**config.mk**
```make
export PLATFORM = sky130hd
export DESIGN_NAME = fcc_unit
export DESIGN_NICKNAME = d
export VERILOG_FILES = /design/src/fcc_pkg.sv /design/src/fcc_unit.sv
export SDC_FILE = /design/constraint.sdc
export NUM_CORES = 1
export LEC_CHECK = 0
export BUFFER_PORTS_ARGS = -buffer_cell sky130_fd_sc_hd__buf_4
export CORE_MARGIN = 2
export CORE_UTILIZATION = 36
export CTS_CLUSTER_SIZE = 20
export DETAILED_ROUTE_END_ITERATION = 16
export PLACE_DENSITY = 0.63
export SYNTH_ARGS = -nofsm -noshare
export SYNTH_HDL_FRONTEND = slang
export SYNTH_SLANG_ARGS = --single-unit
```
**constraint.sdc**
```tcl
create_clock -name ref_clk -period 12.3 [get_ports ref_clk]
set_clock_uncertainty 0.1 [all_clocks]
set_input_delay 1.845 -clock ref_clk [delete_from_list [all_inputs] [get_ports ref_clk]]
set_output_delay 1.845 -clock ref_clk [all_outputs]
set_load 0.03 [all_outputs]
```
**src/fcc_pkg.sv**
```systemverilog
// Package for the floppy control command unit: opcodes, codes, timing counts
package fcc_pkg;

  // Clock rate and timing base
  localparam int CLK_HZ = 25000000;
  localparam int MS_US = 1000;
  localparam int HALF_MS_US = 500;
  // Cycles in 0.5 ms at 1 Mbps (shortest base unit rounded down)
  localparam int HALF_MS_CYC = (CLK_HZ / 1000) * HALF_MS_US / MS_US;
  // Step pulse width in microseconds and cycles
  localparam int STEP_PULSE_US = 4;
  localparam int STEP_PULSE_CYC = (CLK_HZ / 1000000) * STEP_PULSE_US;

  // Command opcodes (low five bits of the first byte)
  localparam logic [4:0] OP_SPECIFY = 5'h03;
  localparam logic [4:0] OP_SENSE_DRIVE = 5'h04;
  localparam logic [4:0] OP_SENSE_INT = 5'h08;
  localparam logic [4:0] OP_SEEK = 5'h0F;
  localparam logic [4:0] OP_VERSION = 5'h10;
  localparam logic [4:0] OP_CONFIGURE = 5'h13;

  // Result constants
  localparam logic [7:0] INVALID_STATUS = 8'h80;
  // Arbitrary neutral identity value, not any real part's code
  localparam logic [7:0] VERSION_DEFAULT = 8'h5A;
  localparam logic [1:0] IC_NORMAL = 2'h0;
  localparam logic [1:0] IC_ABNORMAL = 2'h1;
  localparam logic [1:0] IC_POLLING = 2'h3;

  // Code defaults and special values
  localparam logic [3:0] UNLOAD_ZERO_UNITS = 4'h0;
  // Code zero stands for 128 ms at 1 Mbps
  localparam logic [8:0] UNLOAD_ZERO_VALUE = 9'h080;
  localparam logic [8:0] LOAD_ZERO_VALUE = 9'h080;
  localparam logic [3:0] STEP_CODE_RESET = 4'h0;
  localparam logic [3:0] UNLOAD_CODE_RESET = 4'h0;
  localparam logic [6:0] LOAD_CODE_RESET = 7'h00;
  localparam logic [3:0] FIFO_LEVEL_RESET = 4'h0;
  localparam logic [7:0] PRECOMP_RESET = 8'h00;
  localparam logic [4:0] STEP_CODE_SPAN = 5'h10;

  // Data rate selection: multiplier of the 1 Mbps delays
  localparam logic [1:0] RATE_1M = 2'h0;
  localparam logic [1:0] RATE_500K = 2'h1;
  localparam logic [1:0] RATE_250K = 2'h2;

  typedef enum logic [2:0] {
    FCC_IDLE, FCC_COLLECT, FCC_RESULT, FCC_SEEK_WAIT, FCC_SEEK_PULSE
  } fcc_state_t;

  // Configuration carried as one bundle
  typedef struct packed {
    logic implied_positioning_enable;
    logic fifo_bypass;
    logic poll_disable;
    logic [3:0] fifo_level;
    logic [7:0] precomp_start;
  } fcc_config_t;

  // Specify timers bundle
  typedef struct packed {
    logic [3:0] step_interval_code;
    logic [3:0] unload_delay_code;
    logic [6:0] load_delay_code;
    logic cpu_transfer_select;
  } fcc_timing_t;

endpackage

```
**src/fcc_unit.sv**
```systemverilog
// Control-command unit: command decode, seek stepper, interrupt and timers
`timescale 1ns/1ps

// Summary of operation
// - Current below target: direction high, step pulses issued.
// - Current above target: direction low, step pulses issued.
// - After each step compare tracks; equal sets positioning done, ends seek.
// - Busy while seek bytes arrive, not busy during head motion.
// - Side-select bit of status zero always reads zero.
// - Leaving powerdown clears current track and all status.
// - Interrupt on data result, end of seek, and CPU-mode transfer need.
// - Sense interrupt clears interrupt, returns status zero with cause.
// - Sense interrupt with nothing pending returns 80H.
// - Cause codes: 0/11 polling, 1/00 normal, 1/01 abnormal seek end.
// - Host must sense interrupt after seek; seek interrupt held until then, busy already low.
// - Sense drive status skips execution, returns status three directly.
// - Unload delay n times 8 ms, zero is 128 ms, scaled by rate.
// - Step interval 0.5 ms per code step from code F, rate scaled.
// - Load delay n ms, code zero is 128 ms, rate scaled.
// - Transfer select 1 uses request flag and interrupt, 0 uses DMA pin.
// - Implied positioning enable seeks before each read or write.
// - FIFO bypass high requests bytes singly; defaults to one.
// - Polling enabled gives one interrupt after reset, none while head loaded.
// - FIFO level 1 to 16 bytes, code 00 one byte, default one.
// - Precompensation start track 0 to 255, default track 0.
// - Version returns one fixed byte and raises no interrupt.
module fcc_unit
  import fcc_pkg::*;
#(
  // Arbitrary neutral identity value for the version answer
  parameter logic [7:0] VERSION_BYTE = VERSION_DEFAULT
) (
  // Clock and reset
  input wire logic ref_clk,
  input wire logic reset_n,
  // Command byte stream
  input wire logic cmd_valid,
  input wire logic [7:0] cmd_byte,
  input wire logic result_ack,
  output logic [7:0] result_byte,
  output logic result_valid,
  output logic busy,
  // Data-path events from the read/write engine
  input wire logic data_result_enter,
  input wire logic data_exec_end,
  input wire logic data_xfer_need,
  input wire logic data_exec_start,
  input wire logic implied_seek_done,
  input wire logic [1:0] data_rate,
  input wire logic powerdown_exit,
  input wire logic [7:0] drive_status,
  // Drive interface
  output logic step_out,
  output logic dir_out,
  output logic head_loaded,
  output logic load_delay_done,
  output logic implied_seek_req,
  // Transfer signalling
  output logic master_request_flag,
  output logic dma_request_pin,
  output logic int_out,
  // Configuration view
  output fcc_config_t config_out,
  output fcc_timing_t timing_out
);

  // ----------------------------------------------------------------
  // State
  // ----------------------------------------------------------------
  fcc_state_t state_q;
  logic [4:0] op_q;
  logic [1:0] idx_q;
  logic [1:0] need_q;
  logic [7:0] current_track_q;
  logic [7:0] target_track_q;
  logic positioning_done_flag_q;
  logic [1:0] interrupt_code_q;
  logic seek_int_q;
  logic poll_int_q;
  logic data_int_q;
  logic xfer_int_q;
  logic [23:0] tick_q;
  logic [8:0] units_q;
  logic first_step_q;
  logic [23:0] unload_q;
  logic [23:0] load_q;
  fcc_config_t cfg_q;
  fcc_timing_t tim_q;
  logic [7:0] result_q;
  logic [7:0] status_zero;
  logic [2:0] rate_shift;
  logic [8:0] step_units;
  logic [23:0] unit_cyc;
  logic int_pending;
  logic cmd_done;

  // Delay scales with data rate: 1x, 2x, 4x
  always_comb begin
    case (data_rate)
      RATE_500K: rate_shift = 3'd1;
      RATE_250K: rate_shift = 3'd2;
      default: rate_shift = 3'd0;
    endcase
  end

  assign step_units = 9'(STEP_CODE_SPAN - {1'b0, tim_q.step_interval_code});
  assign unit_cyc = 24'(HALF_MS_CYC) << rate_shift;

  assign status_zero = {interrupt_code_q, positioning_done_flag_q, 5'h00};
  assign int_pending = seek_int_q | poll_int_q | data_int_q | xfer_int_q;
  assign cmd_done = (state_q == FCC_COLLECT) && cmd_valid && (idx_q == need_q);

  // ----------------------------------------------------------------
  // Command decoder and seek engine
  // ----------------------------------------------------------------
  always_ff @(posedge ref_clk) begin
    if (!reset_n) begin
      state_q <= FCC_IDLE;
      op_q <= 5'h00;
      idx_q <= 2'd0;
      need_q <= 2'd0;
      target_track_q <= 8'h00;
      tick_q <= 24'h000000;
      units_q <= 9'h000;
      first_step_q <= 1'b0;
      step_out <= 1'b0;
      dir_out <= 1'b0;
      result_q <= 8'h00;
    end else begin
      case (state_q)
        FCC_IDLE: begin
          if (cmd_valid) begin
            op_q <= cmd_byte[4:0];
            idx_q <= 2'd1;
            case (cmd_byte[4:0])
              OP_SPECIFY: begin
                need_q <= 2'd2;
                state_q <= FCC_COLLECT;
              end
              OP_SEEK, OP_CONFIGURE: begin
                need_q <= (cmd_byte[4:0] == OP_SEEK) ? 2'd2 : 2'd3;
                state_q <= FCC_COLLECT;
              end
              OP_SENSE_DRIVE: begin
                need_q <= 2'd1;
                state_q <= FCC_COLLECT;
              end
              OP_SENSE_INT: begin
                result_q <= int_pending ? status_zero : INVALID_STATUS;
                state_q <= FCC_RESULT;
              end
              OP_VERSION: begin
                result_q <= VERSION_BYTE;
                state_q <= FCC_RESULT;
              end
              default: begin
                result_q <= INVALID_STATUS;
                state_q <= FCC_RESULT;
              end
            endcase
          end else if (implied_seek_req && !step_out) begin
            state_q <= FCC_SEEK_WAIT;
            first_step_q <= 1'b1;
            tick_q <= 24'h000000;
            units_q <= 9'h000;
          end
        end
        FCC_COLLECT: begin
          if (cmd_valid) begin
            idx_q <= idx_q + 2'd1;
            if (op_q == OP_SEEK && idx_q == 2'd2) begin
              target_track_q <= cmd_byte;
            end
            if (idx_q == need_q) begin
              if (op_q == OP_SEEK) begin
                state_q <= FCC_SEEK_WAIT;
                first_step_q <= 1'b1;
                tick_q <= 24'h000000;
                units_q <= 9'h000;
              end else if (op_q == OP_SENSE_DRIVE) begin
                // straight to result with status three
                result_q <= drive_status;
                state_q <= FCC_RESULT;
              end else begin
                state_q <= FCC_IDLE;
              end
            end
          end
        end
        FCC_RESULT: begin
          if (result_ack) begin
            state_q <= FCC_IDLE;
          end
        end
        FCC_SEEK_WAIT: begin
          if (current_track_q == target_track_q) begin
            state_q <= FCC_IDLE;
          end else if (first_step_q || (units_q >= step_units)) begin
            dir_out <= (current_track_q < target_track_q);
            step_out <= 1'b1;
            tick_q <= 24'h000000;
            units_q <= 9'h000;
            first_step_q <= 1'b0;
            state_q <= FCC_SEEK_PULSE;
          end else if (tick_q >= unit_cyc - 24'd1) begin
            tick_q <= 24'h000000;
            units_q <= units_q + 9'd1;
          end else begin
            tick_q <= tick_q + 24'd1;
          end
        end
        FCC_SEEK_PULSE: begin
          if (tick_q >= 24'(STEP_PULSE_CYC - 1)) begin
            step_out <= 1'b0;
            state_q <= FCC_SEEK_WAIT;
          end
          tick_q <= tick_q + 24'd1;
        end
        default: state_q <= FCC_IDLE;
      endcase
    end
  end

  // ----------------------------------------------------------------
  // Track counter and status zero
  // ----------------------------------------------------------------
  always_ff @(posedge ref_clk) begin
    if (!reset_n) begin
      current_track_q <= 8'h00;
      positioning_done_flag_q <= 1'b0;
      interrupt_code_q <= IC_NORMAL;
    end else if (powerdown_exit) begin
      current_track_q <= 8'h00;
      positioning_done_flag_q <= 1'b0;
      interrupt_code_q <= IC_NORMAL;
    end else if (state_q == FCC_SEEK_PULSE && tick_q == 24'h000000) begin
      current_track_q <= dir_out ? current_track_q + 8'd1 : current_track_q - 8'd1;
    end else if (state_q == FCC_SEEK_WAIT && current_track_q == target_track_q) begin
      positioning_done_flag_q <= 1'b1;
      interrupt_code_q <= IC_NORMAL;
    end else if (poll_int_q && !seek_int_q) begin
      positioning_done_flag_q <= 1'b0;
      interrupt_code_q <= IC_POLLING;
    end
  end

  // ----------------------------------------------------------------
  // Interrupt sources
  // ----------------------------------------------------------------
  logic sense_taken;
  logic poll_armed_q;
  assign sense_taken = (state_q == FCC_IDLE) && cmd_valid && (cmd_byte[4:0] == OP_SENSE_INT);

  always_ff @(posedge ref_clk) begin
    if (!reset_n) begin
      seek_int_q <= 1'b0;
      poll_int_q <= 1'b0;
      data_int_q <= 1'b0;
      xfer_int_q <= 1'b0;
      poll_armed_q <= 1'b1;
    end else begin
      // seek end held until sensed; set wins over clear
      if (state_q == FCC_SEEK_WAIT && current_track_q == target_track_q && !implied_seek_req) begin
        seek_int_q <= 1'b1;
      end else if (sense_taken || powerdown_exit) begin
        seek_int_q <= 1'b0;
      end
      // one poll interrupt after reset, not with head loaded
      if (poll_armed_q && !cfg_q.poll_disable && !head_loaded) begin
        poll_int_q <= 1'b1;
        poll_armed_q <= 1'b0;
      end else if (sense_taken || powerdown_exit) begin
        poll_int_q <= 1'b0;
      end
      if (data_result_enter) begin
        data_int_q <= 1'b1;
      end else if (cmd_valid && state_q == FCC_IDLE) begin
        data_int_q <= 1'b0;
      end
      // CPU mode flags transfer on interrupt
      xfer_int_q <= data_xfer_need && tim_q.cpu_transfer_select;
    end
  end

  // ----------------------------------------------------------------
  // Specify and configure registers
  // ----------------------------------------------------------------
  always_ff @(posedge ref_clk) begin
    if (!reset_n) begin
      tim_q <= '{STEP_CODE_RESET, UNLOAD_CODE_RESET, LOAD_CODE_RESET, 1'b0};
      cfg_q <= '{1'b0, 1'b1, 1'b0, FIFO_LEVEL_RESET, PRECOMP_RESET};
    end else if (state_q == FCC_COLLECT && cmd_valid) begin
      if (op_q == OP_SPECIFY && idx_q == 2'd1) begin
        tim_q.step_interval_code <= cmd_byte[7:4];
        tim_q.unload_delay_code <= cmd_byte[3:0];
      end
      if (op_q == OP_SPECIFY && idx_q == 2'd2) begin
        tim_q.load_delay_code <= cmd_byte[7:1];
        tim_q.cpu_transfer_select <= cmd_byte[0];
      end
      if (op_q == OP_CONFIGURE && idx_q == 2'd2) begin
        cfg_q.implied_positioning_enable <= cmd_byte[6];
        cfg_q.fifo_bypass <= cmd_byte[5];
        cfg_q.poll_disable <= cmd_byte[4];
        cfg_q.fifo_level <= cmd_byte[3:0];
      end
      if (op_q == OP_CONFIGURE && idx_q == 2'd3) begin
        cfg_q.precomp_start <= cmd_byte;
      end
    end
  end

  // ----------------------------------------------------------------
  // Head load and unload timers
  // ----------------------------------------------------------------
  logic [8:0] unload_units;
  logic [8:0] load_units;
  // n times 8 ms, zero is 128 ms
  assign unload_units = (tim_q.unload_delay_code == UNLOAD_ZERO_UNITS) ? UNLOAD_ZERO_VALUE :
                        {2'b00, tim_q.unload_delay_code, 3'b000};
  // n ms, zero is 128 ms
  assign load_units = (tim_q.load_delay_code == 7'h00) ? LOAD_ZERO_VALUE :
                      {2'b00, tim_q.load_delay_code};

  always_ff @(posedge ref_clk) begin
    if (!reset_n) begin
      unload_q <= 24'h000000;
      load_q <= 24'h000000;
      head_loaded <= 1'b0;
      load_delay_done <= 1'b0;
      implied_seek_req <= 1'b0;
    end else begin
      if (data_exec_end) begin
        // One millisecond is two half units
        unload_q <= 24'(unload_units * 2 * unit_cyc);
      end else if (unload_q != 24'h000000) begin
        unload_q <= unload_q - 24'd1;
      end
      if (data_exec_start) begin
        head_loaded <= 1'b1;
        load_q <= 24'(load_units * 2 * unit_cyc);
        load_delay_done <= 1'b0;
        implied_seek_req <= cfg_q.implied_positioning_enable;
      end else begin
        if (load_q != 24'h000000) begin
          load_q <= load_q - 24'd1;
        end else if (head_loaded) begin
          load_delay_done <= 1'b1;
        end
        if (unload_q == 24'd1) begin
          head_loaded <= 1'b0;
        end
        if (implied_seek_done || (state_q == FCC_SEEK_WAIT &&
            current_track_q == target_track_q)) begin
          implied_seek_req <= 1'b0;
        end
      end
    end
  end

  // ----------------------------------------------------------------
  // Registered outputs
  // ----------------------------------------------------------------
  always_ff @(posedge ref_clk) begin
    if (!reset_n) begin
      result_byte <= 8'h00;
      result_valid <= 1'b0;
      busy <= 1'b0;
      master_request_flag <= 1'b0;
      dma_request_pin <= 1'b0;
      int_out <= 1'b0;
      config_out <= '0;
      timing_out <= '0;
    end else begin
      result_byte <= result_q;
      result_valid <= (state_q == FCC_RESULT) && !result_ack;
      // busy in command and result phases only
      busy <= (state_q == FCC_COLLECT) || (state_q == FCC_RESULT) || cmd_done;
      master_request_flag <= (state_q != FCC_SEEK_PULSE) &&
                             (!data_xfer_need || tim_q.cpu_transfer_select);
      dma_request_pin <= data_xfer_need && !tim_q.cpu_transfer_select;
      int_out <= int_pending && !sense_taken;
      config_out <= cfg_q;
      timing_out <= tim_q;
    end
  end

endmodule // fcc_unit

```
* Yosys cells after proc, flatten, opt, wreduce, memory -nomap -nowiden
Cells that the tools add are included.
** Cells by class
- $add $sub $neg :: 9
- Multiply operators :: 2
- Magnitude comparators :: 4
- Equal/unequal tests :: 39
- Shift operators :: 1
- Muxes and demuxes :: 76
- Bitwise gates (word level) :: 7
- Reduce and logical (&&, ||, !) cells :: 77
** Operator list (number)
- 2-to-1 mux 24 bit :: 12
- case mux 24 bit (4 select lines) :: 1
- 2-to-1 mux 8 bit :: 9
- 2-to-1 mux 9 bit :: 8
- subtractor 24 x 1 -> 24 bit (second input constant) :: 3
- multiplier 8 x 24 -> 23 bit :: 2
- nonzero test 24 bit :: 2
- case mux 9 bit (3 select lines) :: 1
- != test 2 bit (second input constant) :: 13
- adder 24 x 1 -> 24 bit (second input constant) :: 1
- == test 24 x 1 -> 1 bit (second input constant) :: 1
- >= comparator 24 bit :: 1
- >= comparator 24 x 7 -> 1 bit (second input constant) :: 1
- logical NOT 24 bit :: 1
- 2-to-1 mux 3 bit :: 8
- case mux 8 bit (3 select lines) :: 1
- << shifter 14 x 3 -> 24 bit (first input constant) :: 1
- 2-to-1 mux 1 bit :: 22
- logical AND 1 bit :: 21
- nonzero test 2 bit :: 10
- case mux 8 bit (2 select lines) :: 1
- AND reduction 8 bit :: 2
- == test 5 x 4 -> 1 bit (second input constant) :: 3
- == test 5 bit (second input constant) :: 3
- 40 further kinds :: 87
** Storage, ports and cells
- Register bits :: 206
- Input bits :: 28
- Output and inout port bits :: 49

* Depth between registers and ports, before layout
- Depth in word-level cells :: 9
- Depth in mapped cells :: 22

* Worst setup path before layout
Ideal clock, no wire load.
- Kind :: in2reg
- From :: input data_rate[0]
- To :: register load_q[23]
- Setup time :: 132 ps
- Data arrival time :: 6591 ps
- Required time :: 12068 ps
- Setup slack :: 5477 ps
- Cell stages on the path :: 20
- Cells stage by stage :: inv_1 ha_1 clkbuf_1 clkbuf_1 nor2_1 fa_1 fa_1 fa_1 inv_1 fa_1 inv_1 ha_1 clkbuf_1 a21o_1 a21o_1 a21oi_1 o21ai_0 a311oi_1 xnor2_1 o22ai_1
** Between the ends
- Word-level cells in the longest chain between the ends :: 5
- Elaborated cells on any way between the ends :: 6
- Classes of those cells :: 1 x mul; 2 x eq/ne; 1 x shift; 2 x mux
** RTL lines
- start, declared :: RTL line fcc_unit.sv:49 : input wire logic [1:0] data_rate,
- == test 2 bit or == test 2 x 1 -> 1 bit (tied branches) :: RTL line fcc_unit.sv:99 : case (data_rate)
- case mux 2 bit (2 select lines) * :: RTL line fcc_unit.sv:99
- << shifter 14 x 3 -> 24 bit * :: RTL line fcc_unit.sv:107 : assign unit_cyc = 24'(HALF_MS_CYC) << rate_shift;
- multiplier 8 x 24 -> 23 bit * :: RTL line fcc_unit.sv:341 : load_q <= 24'(load_units * 2 * unit_cyc);
- 2-to-1 mux 24 bit * :: RTL line fcc_unit.sv:339 : if (data_exec_start) begin
- end signal, assigned :: RTL line fcc_unit.sv:341
- end signal, assigned :: RTL line fcc_unit.sv:346 : load_q <= load_q - 24'd1;
- end, declared :: RTL line fcc_unit.sv:86 : logic [23:0] load_q;
Every way passes the cells marked *; elsewhere a longest branch is shown, timed or not.
A chain may end at the register's enable or synchronous reset.

* Worst setup path in the final report
- From :: input data_rate[0]
- To :: register load_q[19]
The elaborated chain is that of the path after synthesis.

==> results_dict.tcl <==
set metrics [dict create \
    cp.required_ns 12.66 \
    ys_types 68 \
    n_fill_cell 4037 \
    gr-usage-all-layers_pct 17.0 \
    synth_area_um2 14800 \
    htreeDepth 1 \
    port_buffers 76 \
    grt_pass1_vias 11700 \
    arrival_ns 7.77 \
    synth_seq_cells 205 \
    hold_path_class "register to register" \
    final-seq-area_um2 4100 \
    min_period_ns 7.41 \
    via_count 11700 \
    routed_via_density 5.10 \
    end_kind "register" \
    clk_pin_slew_ns 0.06 \
    die_w_um 207 \
    wl_mm 36.9 \
    setup_tns_ns 0 \
    grt_first_pass_wirelength_mm 60.8 \
    drcViolationCount 0 \
    max_slew_margin_pct 24.7 \
    synth-async-reset-ratio_pct 0 \
    setup_violations 0 \
    coreArea_um2 40700 \
    ios 77 \
    gp_congestion 0.892 \
    drive_above_1_share_pct 8.08 \
    synth_nets 1979 \
    cts_resized 0 \
    total_power_mw 1.71 \
    start_kind "input pin" \
    syn_area_per_cell_um2 8.66 \
    rsz0062_at_grt "false" \
    hold_viol_final 0 \
    tightest_slew_ns 1.13 \
    antenna_found_initial 0 \
    grt_max_degree 48 \
    cts_hold_buf 0 \
    ys_warn_count 0 \
    finalInstanceArea_um2 16700 \
    insertion_delay_ns 0.52 \
    irDropWorstVdd_mv 0.107 \
    cts.sinks 205 \
    dp_hpwl_mm 28.5 \
    grt-ovfl-total 0 \
    post-cts-setup-buffer-count 0 \
    p_leak_nw 7.82 \
    fmax_mhz 135 \
    synth_cells 1714 \
    wire_per_inst_um 16.0 \
    final_nets 2019 \
    status "completed" \
    slew_violations 0 \
    cts_tree "built" \
    synth-edff-count 0 \
    fin_crit_sh_pct 60.2 \
    seq_area_frac_synth_pct 27.6 \
    p_per_area_nw_per_um2 102 \
    cp_max_fo 22 \
    rows 74 \
    synthFlopType "dfxtp_1" \
    cts_buffers 23 \
    root_buffer "clkbuf_16" \
    clockBufferDepth 3 \
    area_delta_synth_final_pct 12.3 \
    die_y_um 207 \
    n_antenna_cell 0 \
    path_class "input pin to register" \
    max-cap-violations 0 \
    final_antenna_net_count 0 \
    start_util_pct 36.4 \
    drt_first_iter_violations 721 \
    die_area_um2 42900 \
    dpl_cell_area_um2 15800 \
    first_pass_iters 5 \
    multi_input_area_um2 9690 \
]
worst paths after layout:
kind,startpoint,end,slack [ns],depth (start not counted)
worst max register to register,tim_q[5],load_q[19],6.50,19
worst min-delay path,result_q[2],result_q[2],0.35,2
worst max-delay path,data_rate[0],load_q[19],4.89,21
worst min register to register,result_q[2],result_q[2],0.35,2
routing by layer:
layer | GRT usage, % | routed length (um) | up-vias | part of all wire (%)
li1 | - | - | 5799 | -
met1 | 22.9 | 17100 | 5665 | 46
met2 | 28.9 | 17500 | 220 | 48
met3 | 1.96 | 1420 | 45 | 3.8
met4 | 4.73 | 849 | 0 | 2.3
met5 | 0 | 0 | - | 0
power by group:
part	internal [mW]	switching, mW
Combinational	0.0955	0.149
Clock	0.468	0.280
Sequential	0.689	0.0255
Total	1.25	0.455
final cells by class:
| type | instances | area share [%] |
|---|---|---|
| Tap cell | 532 | 3.99 |
| Clock buffer | 33 | 4.10 |
| Sequential cell | 205 | 24.6 |
| Clock inverter | 8 | 0.841 |
| Inverter | 210 | 4.73 |
| Multi-Input combinational cell | 1234 | 58.1 |
| Timing Repair Buffer | 80 | 3.60 |
logic make-up (layout without fill, tap and decap cells):
kind of cell	count (synthesis)	after routing	synth area share, %
mux	43	43	2.90
xor+xnor	96	96	5.66
flops	205	205	27.6
buf+inv	275	331	7.07
compound gates	244	244	10.5
simple gates	614	614	21.1
fa+ha+maj	237	237	25.1
cells in the mapped netlist, drive strengths merged, types with 24 or more instances:
cell type	n	area, um2
inv	208	781
dfxtp	205	4100
nor2	170	638
ha	136	1700
nand2	127	477
fa	101	2020
a21oi	75	375
and2	74	463
clkbuf	59	223
xor2	50	438
o21ai	49	249
nor3	47	235
xnor2	46	403
mux2i	43	430
nand3	30	150
nor2b	29	181
a211oi	24	180
nor4	24	186
registers in the layout (all words and copies together), names as in the netlist, 2 cells and up:
register	cells
units_q	9
config_out	15
op_q	5
tick_q	24
result_byte	8
idx_q	2
state_q	3
current_track_q	8
cfg_q	15
target_track_q	8
need_q	2
load_q	24
timing_out	16
tim_q	16
unload_q	24
result_q	8
per-stage QoR:
stage | worst slack, ns | utilization (%) | hold WS, ns | cells
floorplan | 5.48 | - | 0.324 | 1714
global placement | 4.51 | 38.9 | 0.337 | 2261
detailed placement | 4.34 | 38.9 | 0.341 | 2261
CTS | 4.88 | 40.9 | 0.349 | 2302
global route | 4.37 | 40.9 | 0.379 | 2302
finish | 4.89 | 40.9 | 0.346 | 2302
cells in the final DEF (no fill, tap or decap), types with 21 or more instances in the layout:
cell type | Yosys | final
nand2b_1 | 23 | 23
nand2_1 | 127 | 127
dfxtp_1 | 205 | 205
nand3_1 | 30 | 30
a211oi_1 | 24 | 24
nor4_1 | 21 | 21
a21oi_1 | 75 | 75
and2_1 | 74 | 74
nor3_1 | 47 | 47
nor2_1 | 170 | 170
inv_1 | 208 | 208
mux2i_1 | 43 | 43
and3_1 | 22 | 22
xor2_1 | 50 | 50
ha_1 | 136 | 136
fa_1 | 101 | 101
o21ai_0 | 47 | 47
clkbuf_16 | 0 | 23
buf_4 | 0 | 80
xnor2_1 | 46 | 46
nor2b_1 | 29 | 29
critical path, cell delays in order:
cell       delay, ns
buf_4           0.09
inv_1           0.05
ha_1            0.77
clkinv_1        0.50
nor2_1          0.38
fa_1            0.22
inv_1           0.06
fa_1            0.55
inv_1           0.07
fa_1            0.53
inv_1           0.05
fa_1            0.53
inv_1           0.04
ha_1            0.33
nand3_1         0.09
o211ai_1        0.26
nor2_1          0.06
o21ai_0         0.55
nand2b_1        0.14
a2111oi_0       0.46
a311o_1         0.17
Power figures use the tool's default switching activity.
